--- src/core/tkc_pkg.sv ---
// package of the touch key event and reset control block
// assumes a 50 MHz aclk; timing counts derive from the figures here
package tkc_pkg;

    // ****************************************
    // clock and timing
    // ****************************************
    localparam int CLK_MHZ = 50;
    localparam int T_WDOG_US = 16000;
    localparam int T_INIT_US = 30000;
    localparam int T_READY_US = 80000;
    localparam int T_CYCLE_US = 16000;
    localparam int WDOG_CYC = T_WDOG_US * CLK_MHZ;
    localparam int INIT_CYC = T_INIT_US * CLK_MHZ;
    localparam int READY_CYC = T_READY_US * CLK_MHZ;
    localparam int CYCLE_CYC = T_CYCLE_US * CLK_MHZ;
    localparam int TW = 23;

    // ****************************************
    // channel geometry and limits
    // ****************************************
    localparam int NKEY = 6;
    localparam int NIO = 7;
    localparam int DW = 12;
    localparam int BW = 11;
    localparam logic [BW-1:0] BURST_MIN = 11'h010;
    localparam logic [BW-1:0] BURST_MAX = 11'h600;
    localparam logic [7:0] FAST_DI = 8'h02;

    // ****************************************
    // reset values and low power mode codes
    // ****************************************
    localparam logic [7:0] DI_RST = 8'h04;
    localparam logic [7:0] THR_RST = 8'h0a;
    localparam logic [7:0] LP_RST = 8'h02;
    localparam logic [7:0] LP_SLEEP = 8'h00;
    localparam logic [7:0] LP_FREE = 8'hff;
    localparam logic [NKEY-1:0] KEY_MASK_RST = 6'h3f;
    localparam logic [NKEY-1:0] GRP_MASK_RST = 6'h00;

    // ****************************************
    // register word indices (byte address = 4 * index)
    // ****************************************
    localparam logic [7:0] IDX_DET = 8'h00;
    localparam logic [7:0] IDX_INP = 8'h01;
    localparam logic [7:0] IDX_STAT = 8'h02;
    localparam logic [7:0] IDX_CAL = 8'h03;
    localparam logic [7:0] IDX_RESET = 8'h04;
    localparam logic [7:0] IDX_LP = 8'h05;
    localparam logic [7:0] IDX_KEYMASK = 8'h06;
    localparam logic [7:0] IDX_GRPMASK = 8'h07;
    localparam logic [7:0] IDX_DI = 8'h08;
    localparam logic [7:0] IDX_CTRL = 8'h09;
    localparam logic [7:0] IDX_THR0 = 8'h0a;
    localparam logic [7:0] IDX_SIG0 = 8'h10;
    localparam logic [7:0] IDX_REF0 = 8'h34;
    localparam logic [7:0] IDX_REF_LAST = 8'h3f;
    localparam int STAT_CAL_BIT = 7;

    localparam logic [1:0] RESP_OKAY = 2'h0;
    localparam logic [1:0] RESP_SLVERR = 2'h2;

    typedef enum logic [2:0] {
        ST_RUN = 3'b000,
        ST_WDOG = 3'b001,
        ST_INIT = 3'b010,
        ST_READY = 3'b011,
        ST_CAL = 3'b100
    } tkc_state_t;

endpackage

--- src/core/tkc_ctrl.sv ---
// touch key event and reset control: change line, reset sequence,
// calibration with key autosense, guard keys and detect filtering
// assumes an AXI4-Lite master on aclk and an acquisition front end that
// answers acq_req with one sample_valid pulse carrying deltas and bursts
//
// Summary of operation
// - status byte change pulls change line low
// - status read releases the change line
// - unchanged status: any read releases line
// - bus access wakes device from sleep
// - events only from masked keys, inputs
// - unmasked group key is silent guard
// - guard detect suppresses other group keys
// - optional active-low external reset pin
// - nonzero reset write: watchdog, then reset
// - refuse all accesses during initialization
// - change line asserted after ready wait
// - calibrate, then assert change line again
// - nonzero calibration write recalibrates in run state
// - calibration excludes keys with bad bursts
// - status byte reports enabled key count
// - touch needs delta at or over key threshold
// - integrator counts consecutive hits; fast release
// - no fast start if other key detects
// - out-of-range burst: disabled, signal zero
// - references readable at indices 52 to 63
// - fastest interval while calibrating or integrating
`timescale 1ns/1ns
module tkc_ctrl
    import tkc_pkg::*;
#(
    parameter int P_WDOG_CYC = tkc_pkg::WDOG_CYC,
    parameter int P_INIT_CYC = tkc_pkg::INIT_CYC,
    parameter int P_READY_CYC = tkc_pkg::READY_CYC,
    parameter int P_CYCLE_CYC = tkc_pkg::CYCLE_CYC
) (
    // clock and reset
    input wire logic aclk,
    input wire logic aresetn,
    // external pins
    input wire logic ext_reset_n,
    input wire logic [tkc_pkg::NIO-1:0] io_in,
    output logic change_notify_n_o,
    output logic change_notify_n_oe_n,
    // acquisition front end
    output logic acq_req,
    input wire logic sample_valid,
    input wire logic [tkc_pkg::NKEY*tkc_pkg::DW-1:0] sample_delta,
    input wire logic [tkc_pkg::NKEY*tkc_pkg::BW-1:0] sample_burst,
    // axi4-lite write address and data
    input wire logic [11:0] s_axi_awaddr,
    input wire logic s_axi_awvalid,
    output logic s_axi_awready,
    input wire logic [31:0] s_axi_wdata,
    input wire logic [3:0] s_axi_wstrb,
    input wire logic s_axi_wvalid,
    output logic s_axi_wready,
    // axi4-lite write response
    output logic [1:0] s_axi_bresp,
    output logic s_axi_bvalid,
    input wire logic s_axi_bready,
    // axi4-lite read
    input wire logic [11:0] s_axi_araddr,
    input wire logic s_axi_arvalid,
    output logic s_axi_arready,
    output logic [31:0] s_axi_rdata,
    output logic [1:0] s_axi_rresp,
    output logic s_axi_rvalid,
    input wire logic s_axi_rready
);
    import tkc_pkg::*;

    // ****************************************
    // state
    // ****************************************
    typedef struct packed {
        tkc_state_t st;
        logic [TW-1:0] tmr;
        logic [TW-1:0] cyc;
        logic [7:0] lp_cnt;
        logic acq_req;
        logic [NKEY-1:0] key_mask;
        logic [NKEY-1:0] grp_mask;
        logic [7:0] di_lim;
        logic fast_en;
        logic [7:0] lp_mode;
        logic [NKEY*8-1:0] thr;
        logic [NKEY*16-1:0] refs;
        logic [NKEY*DW-1:0] sig;
        logic [NKEY-1:0] enabled;
        logic [2:0] key_count;
        logic [NKEY-1:0] det;
        logic [NIO-1:0] inp;
        logic [NKEY-1:0] snap_det;
        logic [NIO-1:0] snap_inp;
        logic pending;
        logic aw_have;
        logic [7:0] aw_idx;
        logic w_have;
        logic [7:0] wdata;
        logic awready;
        logic wready;
        logic bvalid;
        logic [1:0] bresp;
        logic arready;
        logic rvalid;
        logic [31:0] rdata;
        logic [1:0] rresp;
    } tkc_ctrl_t;

    function automatic tkc_ctrl_t reset_state();
        tkc_ctrl_t r;
        r = '0;
        r.st = ST_INIT;
        r.key_mask = KEY_MASK_RST;
        r.grp_mask = GRP_MASK_RST;
        r.di_lim = DI_RST;
        r.lp_mode = LP_RST;
        r.thr = {NKEY{THR_RST}};
        r.awready = 1'b1;
        r.wready = 1'b1;
        r.arready = 1'b1;
        return r;
    endfunction

    tkc_ctrl_t s_r;
    tkc_ctrl_t s_nxt;

    // ****************************************
    // pin synchronisers and key filters
    // ****************************************
    logic ext_reset_n_s;
    logic [NIO-1:0] io_s;
    logic [NKEY-1:0] raw_det;
    logic [NKEY-1:0] busy;
    logic run_sample;

    tkc_sync2 #(.W(1), .INIT(1'b1)) u_sync_rst (
        .aclk(aclk),
        .aresetn(aresetn),
        .d(ext_reset_n),
        .q(ext_reset_n_s)
    );

    tkc_sync2 #(.W(NIO), .INIT('0)) u_sync_io (
        .aclk(aclk),
        .aresetn(aresetn),
        .d(io_in),
        .q(io_s)
    );

    assign run_sample = sample_valid && (s_r.st == ST_RUN);

    genvar gk;
    generate
        for (gk = 0; gk < NKEY; gk++) begin : g_key
            tkc_key_filter u_filt (
                .aclk(aclk),
                .aresetn(aresetn),
                .sample(run_sample),
                .delta(sample_delta[gk*DW +: DW]),
                .thr(s_r.thr[gk*8 +: 8]),
                .di_lim(s_r.di_lim),
                .fast_en(s_r.fast_en),
                .enabled(s_r.enabled[gk]),
                .other_det((raw_det & ~(NKEY'(1) << gk)) != '0),
                .det(raw_det[gk]),
                .busy(busy[gk])
            );
        end
    endgenerate

    // ****************************************
    // next state
    // ****************************************
    logic nack;
    logic wr_fire;
    logic rd_fire;
    logic [7:0] ar_idx;
    logic [NKEY-1:0] guard_keys;
    logic guard_hit;
    logic [NKEY-1:0] det_rep;
    logic ev;
    logic clr;
    logic tick;
    logic [BW-1:0] bl;
    logic [31:0] rd_val;
    logic rd_ok;
    logic [7:0] ri;

    always_comb begin
        s_nxt = s_r;
        s_nxt.acq_req = 1'b0;
        nack = (s_r.st == ST_INIT) || (s_r.st == ST_WDOG);
        ar_idx = s_axi_araddr[9:2];
        rd_val = 32'h0000_0000;
        rd_ok = s_axi_araddr[11:10] == 2'h0;
        ri = 8'h00;
        bl = '0;

        // base cycle divider
        tick = s_r.cyc == TW'(P_CYCLE_CYC - 1);
        s_nxt.cyc = tick ? '0 : s_r.cyc + TW'(1);

        // guard keys are in the group but out of the key mask
        guard_keys = s_r.grp_mask & ~s_r.key_mask & s_r.enabled;
        guard_hit = (raw_det & guard_keys) != '0;
        det_rep = raw_det & s_r.enabled;
        if (guard_hit) begin
            det_rep = det_rep & ~(s_r.grp_mask & ~guard_keys);
        end

        // read decode
        unique case (1'b1)
            ar_idx == IDX_DET: rd_val = 32'(s_r.det);
            ar_idx == IDX_INP: rd_val = 32'(s_r.inp);
            ar_idx == IDX_STAT: rd_val = 32'({s_r.st == ST_CAL, 4'h0, s_r.key_count});
            ar_idx == IDX_CAL: rd_val = 32'h0000_0000;
            ar_idx == IDX_RESET: rd_val = 32'h0000_0000;
            ar_idx == IDX_LP: rd_val = 32'(s_r.lp_mode);
            ar_idx == IDX_KEYMASK: rd_val = 32'(s_r.key_mask);
            ar_idx == IDX_GRPMASK: rd_val = 32'(s_r.grp_mask);
            ar_idx == IDX_DI: rd_val = 32'(s_r.di_lim);
            ar_idx == IDX_CTRL: rd_val = 32'(s_r.fast_en);
            ar_idx >= IDX_THR0 && ar_idx < IDX_THR0 + 8'(NKEY): begin
                ri = ar_idx - IDX_THR0;
                rd_val = 32'(s_r.thr[ri*8 +: 8]);
            end
            ar_idx >= IDX_SIG0 && ar_idx < IDX_SIG0 + 8'(NKEY): begin
                ri = ar_idx - IDX_SIG0;
                rd_val = 32'(s_r.sig[ri*DW +: DW]);
            end
            ar_idx >= IDX_REF0 && ar_idx <= IDX_REF_LAST: begin
                // low byte at even index, high byte at odd index
                ri = ar_idx - IDX_REF0;
                rd_val = 32'(s_r.refs[ri*8 +: 8]);
            end
            default: rd_ok = 1'b0;
        endcase

        // axi write channels
        if (s_axi_awvalid && s_r.awready) begin
            s_nxt.aw_have = 1'b1;
            s_nxt.aw_idx = (s_axi_awaddr[11:10] == 2'h0) ? s_axi_awaddr[9:2] : 8'hff;
            s_nxt.awready = 1'b0;
        end
        if (s_axi_wvalid && s_r.wready) begin
            s_nxt.w_have = 1'b1;
            // writable registers are one byte wide; lane 0 alone carries data
            s_nxt.wdata = s_axi_wstrb[0] ? s_axi_wdata[7:0] : 8'h00;
            s_nxt.wready = 1'b0;
        end
        if (s_r.bvalid && s_axi_bready) begin
            s_nxt.bvalid = 1'b0;
            s_nxt.awready = 1'b1;
            s_nxt.wready = 1'b1;
        end
        wr_fire = s_r.aw_have && s_r.w_have && !s_r.bvalid;
        if (wr_fire) begin
            s_nxt.aw_have = 1'b0;
            s_nxt.w_have = 1'b0;
            s_nxt.bvalid = 1'b1;
            s_nxt.bresp = RESP_OKAY;
            if (nack) begin
                s_nxt.bresp = RESP_SLVERR;
            end else begin
                priority case (1'b1)
                    s_r.aw_idx == IDX_LP: s_nxt.lp_mode = s_r.wdata;
                    s_r.aw_idx == IDX_KEYMASK: s_nxt.key_mask = s_r.wdata[NKEY-1:0];
                    s_r.aw_idx == IDX_GRPMASK: s_nxt.grp_mask = s_r.wdata[NKEY-1:0];
                    s_r.aw_idx == IDX_DI: s_nxt.di_lim = s_r.wdata;
                    s_r.aw_idx == IDX_CTRL: s_nxt.fast_en = s_r.wdata[0];
                    s_r.aw_idx == IDX_CAL || s_r.aw_idx == IDX_RESET: begin
                    end
                    s_r.aw_idx >= IDX_THR0 && s_r.aw_idx < IDX_THR0 + 8'(NKEY): begin
                        ri = s_r.aw_idx - IDX_THR0;
                        s_nxt.thr[ri*8 +: 8] = s_r.wdata;
                    end
                    s_r.aw_idx <= IDX_REF_LAST: begin
                    end
                    default: s_nxt.bresp = RESP_SLVERR;
                endcase
            end
        end

        // axi read channel
        rd_fire = s_axi_arvalid && s_r.arready;
        if (s_r.rvalid && s_axi_rready) begin
            s_nxt.rvalid = 1'b0;
            s_nxt.arready = 1'b1;
        end
        if (rd_fire) begin
            s_nxt.arready = 1'b0;
            s_nxt.rvalid = 1'b1;
            s_nxt.rdata = (nack || !rd_ok) ? 32'h0000_0000 : rd_val;
            s_nxt.rresp = (nack || !rd_ok) ? RESP_SLVERR : RESP_OKAY;
        end

        // change line: set wins over clear
        ev = (((det_rep ^ s_r.det) & s_r.key_mask) != '0) || (io_s != s_r.inp);
        s_nxt.det = det_rep;
        s_nxt.inp = io_s;
        clr = rd_fire && !nack && ((ar_idx == IDX_DET) || (ar_idx == IDX_INP)
            || ((s_r.det == s_r.snap_det) && (s_r.inp == s_r.snap_inp)));
        if (clr) begin
            s_nxt.pending = 1'b0;
            s_nxt.snap_det = s_r.det;
            s_nxt.snap_inp = s_r.inp;
        end
        if (ev && s_r.st == ST_RUN) begin
            s_nxt.pending = 1'b1;
        end

        // sequencing
        unique case (s_r.st)
            ST_INIT: begin
                s_nxt.tmr = s_r.tmr + TW'(1);
                if (s_r.tmr == TW'(P_INIT_CYC - 1)) begin
                    s_nxt.st = ST_READY;
                    s_nxt.tmr = '0;
                end
            end
            ST_READY: begin
                s_nxt.tmr = s_r.tmr + TW'(1);
                if (s_r.tmr == TW'(P_READY_CYC - 1)) begin
                    s_nxt.pending = 1'b1;
                    s_nxt.st = ST_CAL;
                    s_nxt.acq_req = 1'b1;
                end
            end
            ST_CAL: begin
                // fastest interval: retry every base cycle until sampled
                s_nxt.acq_req = tick;
                if (sample_valid) begin
                    s_nxt.key_count = '0;
                    for (int k = 0; k < NKEY; k++) begin
                        bl = sample_burst[k*BW +: BW];
                        s_nxt.refs[k*16 +: 16] = 16'(bl);
                        s_nxt.enabled[k] = (bl >= BURST_MIN) && (bl <= BURST_MAX);
                        s_nxt.key_count = s_nxt.key_count + 3'(s_nxt.enabled[k]);
                        s_nxt.sig[k*DW +: DW] = '0;
                    end
                    s_nxt.st = ST_RUN;
                    s_nxt.acq_req = 1'b0;
                    s_nxt.pending = 1'b1;
                end
            end
            ST_RUN: begin
                if (tick) begin
                    s_nxt.lp_cnt = s_r.lp_cnt + 8'h01;
                    if (s_r.lp_mode != LP_SLEEP && ((busy != '0) || s_r.lp_mode == LP_FREE
                        || s_r.lp_cnt + 8'h01 >= s_r.lp_mode)) begin
                        s_nxt.acq_req = 1'b1;
                        s_nxt.lp_cnt = 8'h00;
                    end
                end
                // an access wakes a sleeping device for one acquisition
                if (s_r.lp_mode == LP_SLEEP && (rd_fire || wr_fire)) begin
                    s_nxt.acq_req = 1'b1;
                end
                if (sample_valid) begin
                    for (int k = 0; k < NKEY; k++) begin
                        s_nxt.sig[k*DW +: DW] = s_r.enabled[k] ? sample_delta[k*DW +: DW] : '0;
                    end
                end
                if (wr_fire && s_r.aw_idx == IDX_CAL && s_r.wdata != 8'h00) begin
                    s_nxt.st = ST_CAL;
                    s_nxt.acq_req = 1'b1;
                end
            end
            ST_WDOG: begin
                s_nxt.tmr = s_r.tmr + TW'(1);
                if (s_r.tmr == TW'(P_WDOG_CYC - 1)) begin
                    s_nxt = reset_state();
                end
            end
            default: s_nxt = reset_state();
        endcase

        // soft reset is accepted in the ready, calibration and run states
        if (wr_fire && !nack && s_r.aw_idx == IDX_RESET && s_r.wdata != 8'h00) begin
            s_nxt.st = ST_WDOG;
            s_nxt.tmr = '0;
            s_nxt.acq_req = 1'b0;
        end

        // pin reset holds the device at the start of initialization
        if (!ext_reset_n_s) begin
            s_nxt = reset_state();
        end
    end

    always_ff @(posedge aclk) begin
        if (!aresetn) begin
            s_r <= reset_state();
        end else begin
            s_r <= s_nxt;
        end
    end

    // ****************************************
    // outputs
    // ****************************************
    // the pin only ever pulls low, so its data level is a constant zero
    assign change_notify_n_o = 1'b0;
    assign change_notify_n_oe_n = !s_r.pending;
    assign acq_req = s_r.acq_req;
    assign s_axi_awready = s_r.awready;
    assign s_axi_wready = s_r.wready;
    assign s_axi_bresp = s_r.bresp;
    assign s_axi_bvalid = s_r.bvalid;
    assign s_axi_arready = s_r.arready;
    assign s_axi_rdata = s_r.rdata;
    assign s_axi_rresp = s_r.rresp;
    assign s_axi_rvalid = s_r.rvalid;
endmodule

--- src/core/tkc_sync2.sv ---
// two flip-flop synchroniser for levels from outside the aclk domain
// assumes each bit is an independent slow level
`timescale 1ns/1ns
module tkc_sync2 #(
    parameter int W = 1,
    parameter logic [W-1:0] INIT = '0
) (
    // clock and reset
    input wire logic aclk,
    input wire logic aresetn,
    // levels
    input wire logic [W-1:0] d,
    output logic [W-1:0] q
);
    typedef struct packed {
        logic [W-1:0] meta;
        logic [W-1:0] q;
    } tkc_sync_t;

    tkc_sync_t s_r;
    tkc_sync_t s_nxt;

    always_comb begin
        s_nxt.meta = d;
        s_nxt.q = s_r.meta;
    end

    always_ff @(posedge aclk) begin
        if (!aresetn) begin
            s_r <= {INIT, INIT};
        end else begin
            s_r <= s_nxt;
        end
    end

    assign q = s_r.q;
endmodule

--- src/core/tkc_key_filter.sv ---
// detect integrator of one key channel
// assumes sample is a one-cycle pulse carrying a fresh delta
`timescale 1ns/1ns
module tkc_key_filter
    import tkc_pkg::*;
(
    // clock and reset
    input wire logic aclk,
    input wire logic aresetn,
    // sample and settings
    input wire logic sample,
    input wire logic [tkc_pkg::DW-1:0] delta,
    input wire logic [7:0] thr,
    input wire logic [7:0] di_lim,
    input wire logic fast_en,
    input wire logic enabled,
    input wire logic other_det,
    // result
    output logic det,
    output logic busy
);
    typedef struct packed {
        logic det;
        logic [7:0] cnt;
    } tkc_filt_t;

    tkc_filt_t s_r;
    tkc_filt_t s_nxt;
    logic hit;
    logic [7:0] lim;
    logic [7:0] need_on;
    logic [7:0] need_off;
    logic [7:0] cnt_inc;

    always_comb begin
        s_nxt = s_r;
        hit = delta >= DW'(thr);
        lim = (di_lim == 8'h00) ? 8'h01 : di_lim;
        // fast start only while no other key is in detect
        need_on = (fast_en && !other_det) ? FAST_DI : lim;
        need_off = fast_en ? FAST_DI : lim;
        cnt_inc = s_r.cnt + 8'h01;
        if (!enabled) begin
            s_nxt.det = 1'b0;
            s_nxt.cnt = 8'h00;
        end else if (sample) begin
            if (!s_r.det) begin
                if (hit) begin
                    s_nxt.cnt = cnt_inc;
                    if (cnt_inc >= need_on) begin
                        s_nxt.det = 1'b1;
                        s_nxt.cnt = 8'h00;
                    end
                end else begin
                    s_nxt.cnt = 8'h00;
                end
            end else begin
                if (!hit) begin
                    s_nxt.cnt = cnt_inc;
                    if (cnt_inc >= need_off) begin
                        s_nxt.det = 1'b0;
                        s_nxt.cnt = 8'h00;
                    end
                end else begin
                    s_nxt.cnt = 8'h00;
                end
            end
        end
    end

    always_ff @(posedge aclk) begin
        if (!aresetn) begin
            s_r <= '0;
        end else begin
            s_r <= s_nxt;
        end
    end

    assign det = s_r.det;
    assign busy = s_r.cnt != 8'h00;
endmodule

--- config.mk ---
export PLATFORM = sky130hd
export DESIGN_NAME = tkc_ctrl
export DESIGN_NICKNAME = d
export VERILOG_FILES = /design/src/core/tkc_pkg.sv /design/src/core/tkc_ctrl.sv /design/src/core/tkc_sync2.sv /design/src/core/tkc_key_filter.sv
export SDC_FILE = /design/constraint.sdc
export NUM_CORES = 1
export LEC_CHECK = 0
export ABC_AREA = 1
export BUFFER_PORTS_ARGS = -buffer_cell sky130_fd_sc_hd__buf_2
export CAP_MARGIN = 20
export CORE_ASPECT_RATIO = 1.2
export CORE_UTILIZATION = 40
export DETAILED_ROUTE_END_ITERATION = 16
export SLEW_MARGIN = 10
export SYNTH_ARGS = -nofsm -noshare
export SYNTH_HDL_FRONTEND = slang
export SYNTH_HIERARCHICAL = 1
export SYNTH_SLANG_ARGS = --single-unit
--- constraint.sdc ---
create_clock -name aclk -period 3.9 [get_ports aclk]
set_input_delay 0.195 -clock aclk [delete_from_list [all_inputs] [get_ports aclk]]
set_output_delay 0.195 -clock aclk [all_outputs]
set_load 0.02 [all_outputs]
==> results of run 1 <==
## cell families (layout without fill, tap and decap cells)
kind of cell | after synthesis | after routing | synth area share
AO/OA/AOI/OAI | 796 | 796 | 0.165
XOR/XNOR | 54 | 54 | 0.0173
adder cells (fa/ha/maj) | 186 | 186 | 0.0858
buffers and inverters | 726 | 1070 | 0.110
flip-flops | 438 | 438 | 0.320
other | 1 | 4 | 0.000137
AND/OR/NAND/NOR | 1878 | 1878 | 0.302
## worst min path at each step
stage,cells past startpoint,startpoint,endpoint,slack (ns)
floorplan,1,aresetn,u_sync_rst/s_nxt[0]$_SDFF_PN1_,0.26
global placement,3,io_in[6],u_sync_io/s_nxt[6]$_SDFF_PN0_,0.38
detailed placement,3,io_in[6],u_sync_io/s_nxt[6]$_SDFF_PN0_,0.38
CTS,3,s_axi_wdata[5],s_r[46]$_SDFF_PN0_,0.006
global route,3,s_axi_wdata[5],s_r[46]$_SDFF_PN0_,0.02
finish,3,s_axi_wdata[5],s_r[46]$_SDFF_PN0_,0.04
## what timing repair did
item	in CTS	in global routing
resized for setup	0	0
hold buffers	167	0
hold endpoints to repair	167	0
setup buffers	0	0
## per-stage QoR
stage	worst slack (ns)	cells	instance area (sq um)	util	hold WS [ns]
after global routing	0.330	5327	32600	0.484	0.0236
final	0.547	5327	32600	0.484	0.0433
after floorplan	1.04	4079	27400	-	0.264
after detailed placement	0.534	5063	29100	0.431	0.381
after global placement	0.582	5063	29100	0.431	0.382
after CTS	0.591	5323	32600	0.483	0.00567
## power by group through the flow
stage | clock network [mW] | logic [mW] | registers (mW)
global route | 5.55 | 1.10 | 4.55
global placement | 0 | 0.852 | 4.65
detailed placement | 0 | 0.857 | 4.65
finish | 5.29 | 1.01 | 4.55
floorplan | 0 | 0.511 | 4.64
CTS | 5.38 | 0.992 | 4.55
## per-layer routing
layer,track usage,wire [um],up-vias
met5,0,0,-
met2,0.448,43800,856
met1,0.333,39900,13000
li1,-,-,14000
met4,0.120,4450,0
met3,0.0352,5700,238
## Yosys cell counts (13+ instances only)
master,instances
nor3_1,65
buf_2,32
nand3_1,261
dfxtp_1,438
a21oi_1,420
nand2_1,867
nand4_1,71
inv_2,27
a211oi_1,47
nand3b_1,20
nand2_4,14
buf_4,43
nor2_1,466
o211ai_1,22
a211oi_2,19
nand3_2,14
xor2_1,44
ha_1,183
nor2_2,13
o21ai_0,198
nor4_1,42
o22ai_1,28
clkbuf_1,98
inv_1,505
## worst min-delay path, delay by kind of cell
kind | cells | cell delay [ns]
buffers and inverters | 1 | 0.08
AO/OA/AOI/OAI | 2 | 0.32
## final cells by class
cell class / count / area (sq um)
clock inverter: 28 / 422
tap: 901 / 1130
fill: 7002 / 34800
sequential: 438 / 8770
multi-input combinational: 2915 / 15600
inverter: 536 / 2010
antenna: 3 / 7.51
clock buffer: 65 / 1420
timing repair buffer: 441 / 3220
## flip-flops by register name, indices dropped and copies added (netlist names), 2 cells and up
| signal | flops |
|---|---|
| g_key.u_filt/det | 6 |
| s_r | 326 |
| u_sync_io/s_nxt | 7 |
| s_axi_rresp | 2 |
| s_axi_bresp | 2 |
| g_key.u_filt/s_r | 48 |
| u_sync_io/q | 7 |
| s_axi_rdata | 32 |
==> reports/metrics.csv, run 1 <==
metric,value,unit
RR Endpoint,s_r[265]$_SDFF_PN0_,
Pwr Total,10.9,mW
total iterations of the first detailed-routing run,5,
die span in y,289,um
status,"finished, final reports clean",
async set-reset flop share out of synthesis,0,
CP Launch Point,sample_burst[40],
cell family contributing the most delay on the critical path,adder cells,
Int Pwr,8.07,mW
Yosys top cell area share,0.320,
Routability Congestion,0.954,
"Req. time, crit path",4.43,ns
Ys Warns,6,
Final Hold Vio Count,0,
CTS max path bufs,3,
Final HPWL DP,68.0,mm
Setup Viol. Count Final,0,
Synth cell types,62,
"EDFF count, synth",0,
relative slew slack,0.383,
Tightest Pin Transition,0.925,ns
Initial Util,0.406,
crit path kind,in -> reg,
sequential power share,0.419,
FMAX,298,MHz
via count of the routed design,28100,
port bufs,225,
Most used DFF post-synth,dfxtp_1,
Pwr per Cell Area,333,nW/um^2
Net Sw Frac,0.257,
HP Class,in -> reg,
Synth Net Count,4479,
type of element launching the critical path,primary input,
Logic pwr share,0.093,
CTS buffer count,50,
clock latency on the worst-skew pair,0.62,ns
synthesized cell area,27400,sq um
WL final,93.9,mm
DR vias/cell,5.27,
synth top area cells,"dfxtp_1 (32%), nand2_1 (12%), ha_1 (8.4%), a21oi_1 (7.7%), inv_1 (6.9%)",
Total GRT Usage,0.265,
clk sinks,438,
Crit path arrival time,3.88,ns
WP depth,14,
CP Capture Point,s_r[87]$_SDFFE_PN0P_,
crit path buf inv count,5,
Die X,241,um
maximum vdd drop,0.341,mV
Iter 0 DRT Violations,2022,
antenna violations before repair,3,
path depth of the worst reg2reg path,17,
core area,67400,sq um
drt drc,0,
global-route wire length before repair,144,mm
period utilization,0.860,
"commonest non-fill, non-tap cell in the layout",nand2_1,
num ports,258,
Nets,4782,
vias in the first global route,26200,
largest net degree at the start of global routing,118,
"Seq/Total Area, Yosys",0.320,
Rows,104,
CP endpoint kind,flip-flop,
total of max-cap violations,0,
CP max stage cell,fa_1,
gr ovfl total,0,
RSZ-0062 raised after global routing,no,
Tmin final,3.35,ns
root buf cell,clkbuf_16,
Final Slew Violations,0,
Detail Route Antenna Nets,0,
syn avg cell area,6.71,sq um
Clk pwr share,0.487,
CTS tree,done,
Worst Skew,0.0307,ns
post-route setup TNS,0,ns
die area,69500,sq um
"FF+latch count, synth",438,
Area Growth Syn to Fin,19.1,%
Static Leak,14.1,nW
CTS H-tree lvls,2,
share of cells above drive strength 1,0.112,
Slowest Stage Delay on Critical Path,0.59,ns
Worst Path Max Fanout,2,
reg2reg setup slack,0.86,ns
Reg-to-Reg Start,s_r[51]$_SDFF_PN0_,
crit path cell chain,dlygate4sd3_1 -> buf_2 -> nor4_1 -> inv_1 -> nor4_1 -> a31oi_1 -> fa_1 -> inv_1 -> fa_1 -> inv_1 -> ha_1 -> fa_1 -> a21oi_1 -> a211oi_1,
"area leader, netlist",dfxtp_1,
WL per Instance,17.6,um
Post-Synthesis Cells,4079,
"leading cell types in the layout, fill and taps excluded","nand2_1 (866), inv_1 (505), nor2_1 (464)",
Clock Pin Slew Worst Setup and Hold Paths,0.06,ns
Psw,2.79,mW
Power figures use the tool's default switching activity.
==> run 2, diff against run 1 <==
--- a/config.mk
+++ b/config.mk
@@ -11,6 +11,7 @@
 export CORE_ASPECT_RATIO = 1.2
 export CORE_UTILIZATION = 40
 export DETAILED_ROUTE_END_ITERATION = 16
+export RECOVER_POWER = 100
 export SLEW_MARGIN = 10
 export SYNTH_ARGS = -nofsm -noshare
 export SYNTH_HDL_FRONTEND = slang
==> constraint.sdc (replaced) <==
create_clock -name aclk -period 3.9 [get_ports aclk]
set_input_delay 0.195 -clock aclk [delete_from_list [all_inputs] [get_ports aclk]]
set_output_delay 0.195 -clock aclk [all_outputs]
set_load 0.1 [all_outputs]
==> reports/metrics.csv, run 2 (synthesis results as in run 1) <==
metric,value,unit,change
status,finished with violations,,
violated checks,"max-capacitance violations, max-slew violations",,
Net Sw Frac,0.260,,+0.00314
Total GRT Usage,0.265,,unchanged
antenna violations before repair,3,,unchanged
num ports,258,,unchanged
CP endpoint kind,flip-flop,,
die span in y,289,um,unchanged
global-route wire length before repair,144,mm,unchanged
Final Slew Violations,24,,+24
Psw,2.83,mW,+1.6%
vias in the first global route,26200,,unchanged
Logic pwr share,0.097,,+0.004
hold_sp,s_axi_wdata[5],,
largest net degree at the start of global routing,118,,unchanged
FMAX,294,MHz,-1.6%
drt drc,0,,unchanged
"commonest non-fill, non-tap cell in the layout",nand2_1,,
maximum vdd drop,0.341,mV,about the same
Layout Cells excl Fill,5327,,unchanged
CP Launch Point,s_r[372]$_SDFFE_PP0N_,,
CTS H-tree lvls,2,,unchanged
Iter 0 DRT Violations,2086,,+3.2%
Largest register FFs,326,,unchanged
Worst Path Max Fanout,18,,+16
share of cells above drive strength 1,0.0970,,-0.0149
period utilization,0.874,,+0.0138
crit path kind,reg -> reg,,
Setup Buffers After CTS,0,,unchanged
DR vias/cell,5.26,,-0.10%
placed insts,5063,,unchanged
Detail Route Antenna Nets,0,,unchanged
# resized after CTS,0,,unchanged
CTS buffer count,50,,unchanged
die area,69500,sq um,unchanged
total iterations of the first detailed-routing run,6,,+1
port bufs,225,,unchanged
"Req. time, crit path",4.39,ns,-0.04 ns
Crit path arrival time,3.90,ns,+0.02 ns
Pwr per Cell Area,336,nW/um^2,+0.93%
Tightest Pin Transition,1.79,ns,+0.861 ns
gr ovfl total,0,,unchanged
root buf cell,clkbuf_16,,
type of element launching the critical path,flip-flop,,
Reg with most FFs,s_r,,
WL final,93.9,mm,about the same
Setup Viol. Count Final,0,,unchanged
Static Leak,13.9,nW,-1.6%
WL per Instance,17.6,um,about the same
Reg-to-Reg Start,s_r[372]$_SDFFE_PP0N_,,
Clock Pin Slew Worst Setup and Hold Paths,0.06,ns,about the same
register area,8770,sq um,unchanged
Rows,104,,unchanged
relative slew slack,-0.191,,-0.574
Nets,4782,,unchanged
number of hold buffers added after cts,167,,unchanged
Worst Skew,0.0312,ns,+0.000466 ns
multi-input logic area,15500,sq um,-0.66%
core area,67400,sq um,unchanged
# fillers,7049,,+0.67%
post-route setup TNS,0,ns,unchanged
HP Class,in -> reg,,
Clk pwr share,0.485,,-0.002
Final Hold Vio Count,0,,unchanged
clk sinks,438,,unchanged
Final HPWL DP,68.0,mm,unchanged
CTS max path bufs,3,,unchanged
Area Growth Syn to Fin,18.4,%,
Die X,241,um,unchanged
RSZ-0062 raised after global routing,no,,
sequential power share,0.418,,about the same
Int Pwr,8.06,mW,about the same
Routability Congestion,0.954,,unchanged
via count of the routed design,28000,,-0.10%
clock latency on the worst-skew pair,0.62,ns,about the same
total of max-cap violations,1,,+1
CTS tree,done,,
Initial Util,0.406,,unchanged
Tmin final,3.41,ns,+0.0536 ns
"leading cell types in the layout, fill and taps excluded","nand2_1 (872), inv_1 (507), nor2_1 (468)",,
run 2: power by group through the flow:
stage	combinational [mW]	sequential, mW	clock [mW]
after CTS	1.04	4.55	5.38
final	1.05	4.55	5.29
after detailed placement	0.907	4.65	0
after floorplan	0.539	4.66	0
after global placement	0.902	4.65	0
after global routing	1.14	4.55	5.55
run 2: cell type report:
cell class / instances / area share
Antenna cell: 3 / 0.000232
Clock buffer: 65 / 0.0438
Clock inverter: 28 / 0.0130
Inverter: 536 / 0.0621
Multi-Input combinational cell: 2915 / 0.479
Sequential cell: 438 / 0.270
Tap cell: 901 / 0.0348
Timing Repair Buffer: 441 / 0.0968
run 2: per-layer routing:
layer | wire, um | track usage
met2 | 44000 | 0.448
met1 | 40200 | 0.333
met3 | 5370 | 0.0352
met5 | 0 | 0
met4 | 4350 | 0.120
run 2: per-stage QoR:
step                       util  hold slack [ns]  cell area, sq um  worst slack [ns]  total power, mW
final                     0.481           0.0387             32400             0.493             10.9
after global placement    0.431            0.382             29100             0.582             5.55
after CTS                 0.483          0.00567             32600             0.591             11.0
after floorplan               -            0.264             27400              1.04             5.20
after detailed placement  0.431            0.381             29100             0.534             5.56
after global routing      0.481           0.0236             32400             0.175             11.2
run 2: worst paths after layout:
path | endpoint | slack, ns | cells past startpoint
max | s_axi_awready$_SDFF_PN1_ | 0.49 | 14
min | s_r[46]$_SDFF_PN0_ | 0.04 | 3
max reg2reg | s_axi_awready$_SDFF_PN1_ | 0.49 | 14
min reg2reg | u_sync_io/q[0]$_SDFF_PN0_ | 0.41 | 2
run 2: worst max-delay path, cell delays in order, from the launching register on:
cell	delay, ns
dfxtp_1	0.33
ha_1	0.21
nand2_1	0.15
nor2_4	0.05
nand4_1	0.12
nor2_1	0.12
nand4_1	0.13
nand2_1	0.11
nand2_1	0.09
clkinvlp_2	0.22
nand2_1	0.15
nand2_1	0.11
inv_1	0.68
o211ai_1	0.18
dlygate4sd3_1	0.62
